<file path="src/tpioc_regs.svh">
// Constants for the timer pin I/O control block.
// Assumes a 25 MHz device clock and a plain strobe-based register port.
`ifndef TPIOC_REGS_SVH
`define TPIOC_REGS_SVH
`define TPIOC_ADDR_W 4
`define TPIOC_OFF_SELECT 4'h0
`define TPIOC_OFF_GPIO_OUT 4'h4
`define TPIOC_OFF_GPIO_IN 4'h8
`define TPIOC_OFF_PERIOD0 4'hc
`define TPIOC_OFF_COUNT0 4'hd
`define TPIOC_OFF_PERIOD1 4'he
`define TPIOC_OFF_COUNT1 4'hf
`define TPIOC_SEL_W 4
`define TPIOC_SEL_RESET 4'h0
`define TPIOC_PERIOD_RESET 16'hffff
`endif

</file>
<file path="src/tpioc_pkg.sv">
// Types for the timer pin I/O control block.
// Assumes the constants header is included beside it.
package tpioc_pkg;
  // Per-pin function: GPIO input default, GPIO output, timer out, timer in.
  typedef enum logic [1:0] {
    TPIOC_GPIO_IN,
    TPIOC_GPIO_OUT,
    TPIOC_TIM_OUT,
    TPIOC_TIM_IN
  } tpioc_func_t;
  typedef struct packed {
    logic inMode;
    logic outToggle;
    tpioc_func_t func;
  } tpioc_sel_t;
  typedef struct packed {
    logic [3:0] addr;
    logic [31:0] wdata;
    logic wr;
    logic rd;
  } tpioc_bus_t;
endpackage

</file>
<file path="src/tpioc_timer_pin_io_control.sv">
// Pad control and timers for the two general-purpose timer pins.
// Assumes pad inputs synchronous to ref_clk and a strobe register port.
`timescale 1ns/10ps
`default_nettype none
`include "tpioc_regs.svh"
module tpioc_timer_pin_io_control
  import tpioc_pkg::*;
(
  input wire logic ref_clk,
  input wire logic rst_n,
  input wire logic clkEn,
  input wire tpioc_bus_t bus,
  output logic [31:0] rdata,
  input wire logic testRst_n,
  input wire logic emulationPinZero,
  input wire logic emulationPinOne,
  input wire logic [1:0] timerPinIn,
  output logic [1:0] timerPinOut,
  output logic [1:0] timerPinOe_n
);
  // Fields per pin: bit 0..1 func, bit 2 toggle, bit 3 input mode.
  tpioc_sel_t sel [2];
  tpioc_sel_t next_sel [2];
  logic [1:0] gpioOut, next_gpioOut;
  logic [15:0] period [2];
  logic [15:0] next_period [2];
  logic [15:0] count [2];
  logic [15:0] next_count [2];
  logic [1:0] pinQ, next_pinQ;
  logic [1:0] pinLast, next_pinLast;
  logic [1:0] pinOut, next_pinOut;
  logic [31:0] next_rdata;
  logic [1:0] match;
  logic offMode;

  // OFF is a pad-level state, so it acts without the clock.
  assign offMode = !testRst_n && emulationPinZero && !emulationPinOne;

  genvar g;
  generate
    for (g = 0; g < 2; g++) begin : gPin
      always_comb begin
        next_sel[g] = sel[g];
        next_period[g] = period[g];
        if (bus.wr && bus.addr == `TPIOC_OFF_SELECT) begin
          next_sel[g] = bus.wdata[g*4 +: 4];
        end
        if (bus.wr && bus.addr == (g ? `TPIOC_OFF_PERIOD1
                                      : `TPIOC_OFF_PERIOD0)) begin
          next_period[g] = bus.wdata[15:0];
        end
      end

      // Counter advances on the rising pin edge, or on level, or freely.
      always_comb begin
        logic adv;
        adv = 1'b1;
        if (sel[g].func == TPIOC_TIM_IN) begin
          if (!sel[g].inMode) begin
            adv = pinQ[g] && !pinLast[g];
          end else begin
            adv = pinQ[g];
          end
        end
        match[g] = adv && (count[g] == period[g]);
        next_count[g] = count[g];
        if (adv) begin
          next_count[g] = match[g] ? 16'h0000 : count[g] + 16'h0001;
        end
        // The toggle holds its level between matches; pulse lasts one cycle.
        next_pinOut[g] = sel[g].outToggle ? (pinOut[g] ^ match[g])
                                          : match[g];
      end

      always_ff @(posedge ref_clk) begin
        if (!rst_n) begin
          sel[g] <= `TPIOC_SEL_RESET;
          period[g] <= `TPIOC_PERIOD_RESET;
          count[g] <= 16'h0000;
        end else if (clkEn) begin
          sel[g] <= next_sel[g];
          period[g] <= next_period[g];
          count[g] <= next_count[g];
        end
      end

      // Driver enable is gated by reset directly so the pad floats at once.
      always_comb begin
        timerPinOe_n[g] = 1'b1;
        timerPinOut[g] = 1'b0;
        if (rst_n && !offMode) begin
          if (sel[g].func == TPIOC_GPIO_OUT) begin
            timerPinOe_n[g] = 1'b0;
            timerPinOut[g] = gpioOut[g];
          end else if (sel[g].func == TPIOC_TIM_OUT) begin
            timerPinOe_n[g] = 1'b0;
            timerPinOut[g] = pinOut[g];
          end
        end
      end
    end
  endgenerate

  always_comb begin
    next_gpioOut = gpioOut;
    if (bus.wr && bus.addr == `TPIOC_OFF_GPIO_OUT) begin
      next_gpioOut = bus.wdata[1:0];
    end
    next_pinQ = timerPinIn;
    next_pinLast = pinQ;
    next_rdata = 32'h0000_0000;
    if (bus.rd) begin
      case (bus.addr)
        `TPIOC_OFF_SELECT: next_rdata = {24'h00_0000, sel[1], sel[0]};
        `TPIOC_OFF_GPIO_OUT: next_rdata = {30'h0, gpioOut};
        `TPIOC_OFF_GPIO_IN: next_rdata = {30'h0, pinQ};
        `TPIOC_OFF_PERIOD0: next_rdata = {16'h0000, period[0]};
        `TPIOC_OFF_COUNT0: next_rdata = {16'h0000, count[0]};
        `TPIOC_OFF_PERIOD1: next_rdata = {16'h0000, period[1]};
        `TPIOC_OFF_COUNT1: next_rdata = {16'h0000, count[1]};
        default: next_rdata = 32'h0000_0000;
      endcase
    end
  end

  always_ff @(posedge ref_clk) begin
    if (!rst_n) begin
      gpioOut <= 2'h0;
      pinQ <= 2'h0;
      pinLast <= 2'h0;
      pinOut <= 2'h0;
      rdata <= 32'h0000_0000;
    end else if (clkEn) begin
      gpioOut <= next_gpioOut;
      pinQ <= next_pinQ;
      pinLast <= next_pinLast;
      pinOut <= next_pinOut;
      rdata <= next_rdata;
    end
  end
endmodule
`default_nettype wire

</file>
<file path="config.mk">
export PLATFORM = sky130hd
export DESIGN_NAME = tpioc_timer_pin_io_control
export DESIGN_NICKNAME = d
export VERILOG_FILES = /design/src/tpioc_pkg.sv /design/src/tpioc_timer_pin_io_control.sv
export VERILOG_INCLUDE_DIRS = /design/src
export SDC_FILE = /design/constraint.sdc
export NUM_CORES = 1
export LEC_CHECK = 0
export BUFFER_PORTS_ARGS = -buffer_cell sky130_fd_sc_hd__buf_2
export CAP_MARGIN = 20
export CORE_ASPECT_RATIO = 0.7
export CORE_MARGIN = 5
export CORE_UTILIZATION = 55
export DETAILED_ROUTE_END_ITERATION = 8
export PLACE_DENSITY_LB_ADDON = 0.12
export SYNTH_ARGS = -nofsm -noshare
export SYNTH_HDL_FRONTEND = slang
export SYNTH_SLANG_ARGS = --single-unit
export TNS_END_PERCENT = 20
</file>
<file path="constraint.sdc">
create_clock -name ref_clk -period 2.39 [get_ports ref_clk]
set_input_delay 0.1195 -clock ref_clk [delete_from_list [all_inputs] [get_ports ref_clk]]
set_output_delay 0.1195 -clock ref_clk [all_outputs]
set_load 0.05 [all_outputs]
</file>
Word-level counts from Yosys, hierarchy flattened
Memory sizes are Yosys's and may differ from the RTL's.
Index checks and enable logic that the tools add are counted.
- bits in registers: 40
- memories kept: 3
- bits in writable memories: 72
- logic and storage cells: 88
- bits of input ports: 46
- output and inout port bits: 36
- bitwise logic cells: 8
- $add $sub $neg: 2
- muxes and demuxes: 38
- reductions and logical operators: 18
- equal/unequal tests: 14
- memories (name ; depth ; width ; rd ports ; clocked after memory_dff ; wr ports ; RTL line ; source):
    count ; 2 ; 16 ; 2 ; 0 ; 2 ; tpioc_timer_pin_io_control.sv:27 ; logic [15:0] count [2];
    period ; 2 ; 16 ; 2 ; 0 ; 2 ; tpioc_timer_pin_io_control.sv:25 ; logic [15:0] period [2];
    sel ; 2 ; 4 ; 2 ; 0 ; 2 ; tpioc_timer_pin_io_control.sv:22 ; tpioc_sel_t sel [2];
- operators by type and width (cell ; number):
    $mux 16 ; 11
    $pmux 16 s7 ; 1
    $add 16x1->16 const B ; 2
    $eq 16x16->1 ; 2
    $mux 1 ; 22
    $eq 4x4->1 const B ; 5
    $mux 4 ; 4
    $logic_and 1x1->1 ; 11
    $eq 2x2->1 const B ; 4
    $or 1x1->1 ; 6
    $logic_not 1->1 ; 5
    $eq 2x1->1 const B ; 2
    $eq 4x3->1 const B ; 1
    $logic_not 4->1 ; 1
    $reduce_and 2->1 ; 1
    $xor 1x1->1 ; 2

Depth between registers and ports, before layout
Gate-level depths: netlist of run 1.
- depth after elaboration: 8
- depth in mapped cells: 7
- mapped depth without buffers: 6

Worst setup path after synthesis of run 1
Ideal clock, no wire load.
- kind: flip-flop to flip-flop
- start point: mem count[0][3]
- end point: mem count[0][11] (data pin)
- clock period less this slack: 1767 ps
- setup slack: 623 ps
- library setup time: 254 ps
- arrival: 1512 ps
- cell stages (with the launch flop): 8
- buffers on the path: 2
- cell sequence: edfxtp_1 buf_6 xor2_1 nor4_1 nand3_1 o21bai_2 buf_4 nor2_1
- RTL lines (item ; RTL line):
    start, declared ; tpioc_timer_pin_io_control.sv:27

==> impl_metrics.env, run 1 <==
export IMPL_synthSimpleGateAreaFrac_pct=18.07
export IMPL_initial_core_util_pct=56.79
export IMPL_finalCritPeriodShare_pct=82.80
export IMPL_clk_path_buf_depth=2
export IMPL_antennaDiodeCount=0
export IMPL_cp_start_kind="register"
export IMPL_dieWidth_um=126.1
export IMPL_ctsHoldBuffers=0
export IMPL_reg2reg_slack_ps=410
export IMPL_max_vdd_ir_drop_v=0.0004614
export IMPL_drtIter0Drc=633
export IMPL_synth_seq_cells=96
export IMPL_floorplan_rows=29
export IMPL_timing_hold_ws_ps=39.79
export IMPL_synth_warnings=0
export IMPL_setup_viol=0
export IMPL_p_sw_share_pct=26.90
export IMPL_critPathMaxFanout=7
export IMPL_critPathCaptureType="register"
export IMPL_synth_xor_area_share_pct=10.12
export IMPL_worstPathRequired_ps=2490
export IMPL_fp_coreArea_um2=9144
export IMPL_die_area_um2=11520
export IMPL_final_common_cell="edfxtp_1"
export IMPL_hold_viol=0
export IMPL_internal_power_w=0.002848
export IMPL_fmax_mhz=505.3
export IMPL_rsz0062_at_grt="false"
export IMPL_worst_pin_slew_ps=629.0
export IMPL_clock_skew_ps=7.204
export IMPL_antenna_found_initial=0
export IMPL_wl_um=12920
export IMPL_most_common_layout_cells="edfxtp_1, xor2_1, buf_2"
export IMPL_yosysUniqueCellTypes=44
export IMPL_grt_pass1_wl_um=20660
export IMPL_cts_made_buffers=9
export IMPL_hp_class="primary input to register"
export IMPL_crit_arrival_ps=2080
export IMPL_r2r_start="count[1][0]$_SDFFCE_PP0P_"
export IMPL_vias=3847
export IMPL_grt_use_total_pct=23.09
export IMPL_gp_congestion=0.9415
export IMPL_synth_compound_area_share_pct=10.89
export IMPL_die_y_um=91.30
export IMPL_synth_top_family_by_area="simple AND/OR/NAND/NOR gates"
export IMPL_root_buffer="clkbuf_16"
export IMPL_routed_via_density=5.708
export IMPL_synth_area_um2=5192
export IMPL_pin_count=82
export IMPL_path_class="register to register"
export IMPL_min_from="timerPinIn[1]"
export IMPL_cts_setup_buffers=0
export IMPL_clock_sinks=96
export IMPL_post_cts_resized=0
export IMPL_leakage_nw=2.277
export IMPL_synthMuxAreaShare_pct=1.157
export IMPL_worstPathCellList="ha_1 -> nand4_1 -> nor3_1 -> nand3_1 -> xor2_1 -> nor2_1"
export IMPL_synth_avg_cell_area_um2=10.71
export IMPL_critPathSlowestCell="edfxtp_1"
export IMPL_synth_fa_ha_area_share_pct=1.928
export IMPL_io_buffers=49
export IMPL_critPathLaunch="count[1][0]$_SDFFCE_PP0P_"
export IMPL_fin_nets=599
export IMPL_drtPass1Iterations=7
export IMPL_drv_cap=0
export IMPL_syn_inst=485
export IMPL_critPathMaxStageDelay_ps=500
export IMPL_grt_pass1_vias=3788
export IMPL_power_density_nw_per_um2=664.7
export IMPL_wl_per_cell_um=19.17
export IMPL_area_growth_syn_to_layout_pct=12.87
export IMPL_clk_pin_slew_worst_paths_ps=60
export IMPL_slew_headroom_pct=57.96
export IMPL_clkPwrFrac_pct=35.4
export IMPL_drv_slew=0
export IMPL_dpl_hpwl_um=9529
export IMPL_power_share_combinational_pct=12.5
export IMPL_p_switching_w=0.001048
export IMPL_clk_latency_ps=350
export IMPL_tns_ps=0
export IMPL_power_frac_seq_pct=52.1
export IMPL_grt_max_degree=41
export IMPL_drcViolationCount=0
export IMPL_grt_overflow_total=0
export IMPL_htree_levels=3
export IMPL_status="finished, final reports clean"
export IMPL_fin_crit_ps=1979
export IMPL_cts_tree="done"
export IMPL_drive_above_1_share_pct=22.18
export IMPL_ant_nets=0
export IMPL_ys_seq_area_share_pct=50.89
layer usage:
metal	track usage (%)	vias to the layer above	wire length [um]
met2	33.67	201	5443
met1	34.35	1806	5883
met5	0	-	0
met4	6.518	0	187
met3	5.630	22	1407
li1	-	1818	-
kinds of logic after synthesis:
family / Yosys count
compound gates: 74
xor+xnor: 60
fa+ha+maj: 8
buf+inv: 59
flops: 96
mux: 6
other cells: 1
simple gates: 181
layout make-up:
| cell class | instances | area [um2] |
|---|---|---|
| multi-input combinational | 345 | 2250 |
| timing repair buffer | 80 | 478.0 |
| tap | 124 | 155.1 |
| clock buffer | 12 | 256.5 |
| inverter | 13 | 48.80 |
| fill | 750 | 3283 |
| sequential | 96 | 2643 |
| clock inverter | 4 | 30.03 |
cell usage after synthesis, drive strengths merged:
cell type   n  area share (%)
edfxtp     72              42
xor2       49             8.3
nor2       46             3.3
buf        34             5.0
nand2      34             2.5
nor2b      25             3.0
dfxtp      24             9.3
a21oi      18             1.7
nand3      18             1.7
or2        18             2.2
o21a       16             2.3
a222oi     15             2.9
inv        13            0.94
clkbuf     12            0.89
and3       11             1.3
xnor2      11             1.9
nor4       10             1.3
ha          8             1.9
a22oi       7             1.0
nand4       7            0.84
nor3        7             1.1
mux2i       6             1.2
o21ai       4            0.39
a2111oi     2            0.34
a311o       2            0.39
a31oi       2            0.24
and4        2            0.34
o2111a      2            0.43
o21bai      2            0.43
a22o        1            0.17
a32o        1            0.19
a32oi       1            0.17
and2        1            0.12
conb        1           0.072
nor3b       1            0.14
nor4b       1            0.17
o32a        1            0.19
power groups by stage:
stage               combinational (W)  clock (W)  sequential, W
CTS                          0.000480    0.00140        0.00202
floorplan                    0.000363          0        0.00202
global placement             0.000469          0        0.00206
detailed placement           0.000478          0        0.00206
global route                 0.000527    0.00146        0.00204
finish                       0.000486    0.00138        0.00203
path summary, 6_finish.rpt:
check,end,depth (start not counted)
setup / recovery,count[1][12]$_SDFFCE_PP0P_,6
hold reg to reg,pinLast[1]$_SDFFE_PN0P_,2
hold / removal,next_pinLast[1]$_SDFFE_PN0P_,3
setup reg to reg,count[1][12]$_SDFFCE_PP0P_,6
metrics by stage:
stage / power [W] / instances / utilization, % / area, um2 / setup slack, ps
CTS: 0.003901 / 674 / 64.09 / 5861 / 440.6
global placement: 0.002526 / 658 / 60.96 / 5574 / 475.5
finish: 0.003896 / 674 / 64.09 / 5861 / 411.0
floorplan: 0.002386 / 500 / - / 5249 / 623.3
global route: 0.004029 / 674 / 64.09 / 5861 / 299.6
detailed placement: 0.002538 / 658 / 60.96 / 5574 / 448.3
critical path: cells and delay by family, from the launching register on:
family,cells,cell delay (ps)
fa+ha+maj,1,300
xor+xnor,1,160
simple gates,4,770
flops,1,500
flip-flops by register name, indices dropped and copies added, names as in the netlist:
name          flops
gpioOut           2
next_pinLast      2
sel               8
period           32
count            32
rdata            16
pinOut            2
pinLast           2
Power figures use the tool's default switching activity.
==> run 2, diff against run 1 <==
Settings changed: ABC_AREA set to 1.
Clock period 2.39 ns to 2.1 ns, I/O delays scaled along.
==> run 2 against run 1 <==
Effect of this change: largest cell class unchanged; sequential power rose by 13%; design area rose by 3.0%; combinational power rose by 22%; largest power group unchanged; routed wire length rose by 6.5%; clock-buffer cell count did not move; hold slack got worse by 5.8 ps; critical path type unchanged; via count rose by 18%.
==> impl_metrics.env, run 2 <==
export IMPL_die_y_um=92.61
export IMPL_clock_skew_ps=4.410
export IMPL_fp_coreArea_um2=9609
export IMPL_synth_area_um2=5361
export IMPL_status="finished, final reports clean"
export IMPL_htree_levels=3
export IMPL_synth_avg_cell_area_um2=8.261
export IMPL_most_common_layout_cells="nand2_1, inv_1, edfxtp_1"
export IMPL_synth_edf_count=72
export IMPL_dieWidth_um=128.0
export IMPL_rsz0062_at_grt="false"
export IMPL_leakage_nw=2.606
export IMPL_yosysUniqueCellTypes=38
export IMPL_ys_seq_area_share_pct=49.29
export IMPL_fin_ws_ps=304.1
export IMPL_synth_top_area_share_pct=40.33
export IMPL_reg_top3="count (32), period (32), rdata (16)"
export IMPL_drv_slew=0
export IMPL_path_class="register to register"
export IMPL_numPlacedInstances=826
export IMPL_cts_setup_buffers=0
export IMPL_worst_pin_slew_ps=512.8
export IMPL_die_area_um2=11850
export IMPL_finalCritPeriodShare_pct=85.52
export IMPL_post_cts_resized=0
export IMPL_synth_area_leaders="edfxtp_1, nand2_1, dfxtp_1"
export IMPL_synth_compound_area_share_pct=10.20
export IMPL_setup_viol=0
export IMPL_root_buffer="clkbuf_16"
export IMPL_dpl_cell_area_um2=5742
export IMPL_dpl_hpwl_um=10340
export IMPL_critPathCaptureType="register"
export IMPL_floorplan_rows=30
export IMPL_synth_warnings=0
export IMPL_routed_via_density=5.411
export IMPL_critPathMaxStageDelay_ps=430
export IMPL_clock_sinks=96
export IMPL_vias=4556
export IMPL_synth_commonest_cells="nand2_1, inv_1, edfxtp_1"
export IMPL_antenna_found_initial=0
export IMPL_path_buf_inv=0
export IMPL_ctsHoldBuffers=0
export IMPL_ant_nets=0
export IMPL_synth_seq_cells=96
export IMPL_antennaDiodeCount=0
export IMPL_critPathSlowestCell="edfxtp_1"
export IMPL_drtPass1Iterations=7
export IMPL_synth_most_common_cell="nand2_1"
export IMPL_fin_nets=763
export IMPL_clk_pin_slew_worst_paths_ps=60
export IMPL_cp_top_family="simple AND/OR/NAND/NOR gates"
export IMPL_synthMuxAreaShare_pct=0
export IMPL_grt_max_degree=17
export IMPL_cts_made_buffers=9
export IMPL_power_density_nw_per_um2=746.3
export IMPL_synth_top_family_by_area="simple AND/OR/NAND/NOR gates"
export IMPL_async_reset_ff_share_pct=0
export IMPL_yosys_area_top_type="edfxtp_1"
export IMPL_timing_hold_ws_ps=34.04
export IMPL_gp_congestion=0.9248
export IMPL_worstPathRequired_ps=2280
export IMPL_fmax_mhz=556.8
export IMPL_hp_class="primary input to register"
export IMPL_critPathMaxFanout=16
export IMPL_synth_fa_ha_area_share_pct=1.867
export IMPL_grt_pass1_wl_um=21670
export IMPL_crit_arrival_ps=1970
export IMPL_post_place_ws_ps=357.8
export IMPL_synth_xor_area_share_pct=3.267
export IMPL_path_common_cell="nand2_1"
export IMPL_hold_viol=0
export IMPL_fin_crit_ps=1796
export IMPL_clk_path_buf_depth=2
export IMPL_drive_above_1_share_pct=16.25
export IMPL_drcViolationCount=0
export IMPL_worstPathCellList="o21ai_0 -> nand2_1 -> nand2_1 -> nor2_1 -> nand3_2 -> nand2_2 -> nor3b_1"
export IMPL_ys_flop_type="edfxtp_1"
export IMPL_drtIter0Drc=592
export IMPL_io_buffers=49
export IMPL_drv_cap=0
export IMPL_pin_count=82
export IMPL_cts_tree="done"
export IMPL_tns_ps=0
export IMPL_slew_headroom_pct=65.73
export IMPL_wl_per_cell_um=16.35
export IMPL_wl_um=13760
export IMPL_cp_start_kind="register"
export IMPL_grt_pass1_vias=4239
export IMPL_max_vdd_ir_drop_v=0.0004774
export IMPL_grt_overflow_total=0
export IMPL_fin_cells=842
export IMPL_final_area_um2=6035
export IMPL_synthSimpleGateAreaFrac_pct=25.53
export IMPL_area_growth_syn_to_layout_pct=12.56
export IMPL_syn_inst=649
export IMPL_initial_core_util_pct=55.79
export IMPL_final_common_cell="nand2_1"
export IMPL_grt_use_total_pct=23.72
export IMPL_clk_latency_ps=350
==> run 2: layer usage <==
layer | vias to the layer above | global-route usage (%) | share of wire (%)
met3 | 14 | 5.764 | 9.1
met1 | 2121 | 35.73 | 48
met4 | 0 | 5.477 | 0.90
li1 | 2209 | - | -
met2 | 212 | 34.41 | 42
met5 | - | 0 | 0
==> run 2: through the flow <==
step / utilization [%] / total power, W
3_3_place_gp: 59.75 / 0.002897
3_5_place_dp: 59.75 / 0.002917
6_report: 62.80 / 0.004504
2_1_floorplan: - / 0.002742
5_1_grt: 62.80 / 0.004686
4_1_cts: 62.80 / 0.004521
==> run 2: kinds of logic after synthesis <==
family,Yosys count
and+or+nand+nor,310
buffers and inverters,118
AOI/OAI and AO/OA,96
DFF,96
xor gates and xnor gates,20
adders and majority gates,8
other,1
==> run 2: worst paths after layout <==
kind,from,end,slack (ps),cells past startpoint
max,sel[0][3]$_SDFFCE_PN0P_,count[0][2]$_SDFFCE_PP0P_,300,7
min reg2reg,rdata[2]$_SDFFE_PN0P_,rdata[2]$_SDFFE_PN0P_,460,2
max reg2reg,sel[0][3]$_SDFFCE_PN0P_,count[0][2]$_SDFFCE_PP0P_,300,7
min,bus[16],period[1][14]$_SDFFCE_PN1P_,30,2
==> run 2: layout make-up <==
cell class | count | area [um2]
Sequential cell | 96 | 2643
Fill cell | 835 | 3575
Clock buffer | 12 | 267.8
Inverter | 88 | 330.3
Tap cell | 128 | 160.2
Timing Repair Buffer | 64 | 357.8
Clock inverter | 4 | 25.02
Multi-Input combinational cell | 450 | 2251
==> run 2: worst reg2reg max path, cell delays in order, from the launching register on <==
cell	delay [ps]
edfxtp_1	430
o21ai_0	370
nand2_1	130
nand2_1	90
nor2_1	60
nand3_2	80
nand2_2	200
nor3b_1	270
==> run 2: report_power, final <==
group	switching, W	internal (W)	leakage, nW
Sequential	0.000127	0.00218	0.940
Clock	0.000701	0.000907	0.148
Combinational	0.000414	0.000180	1.52
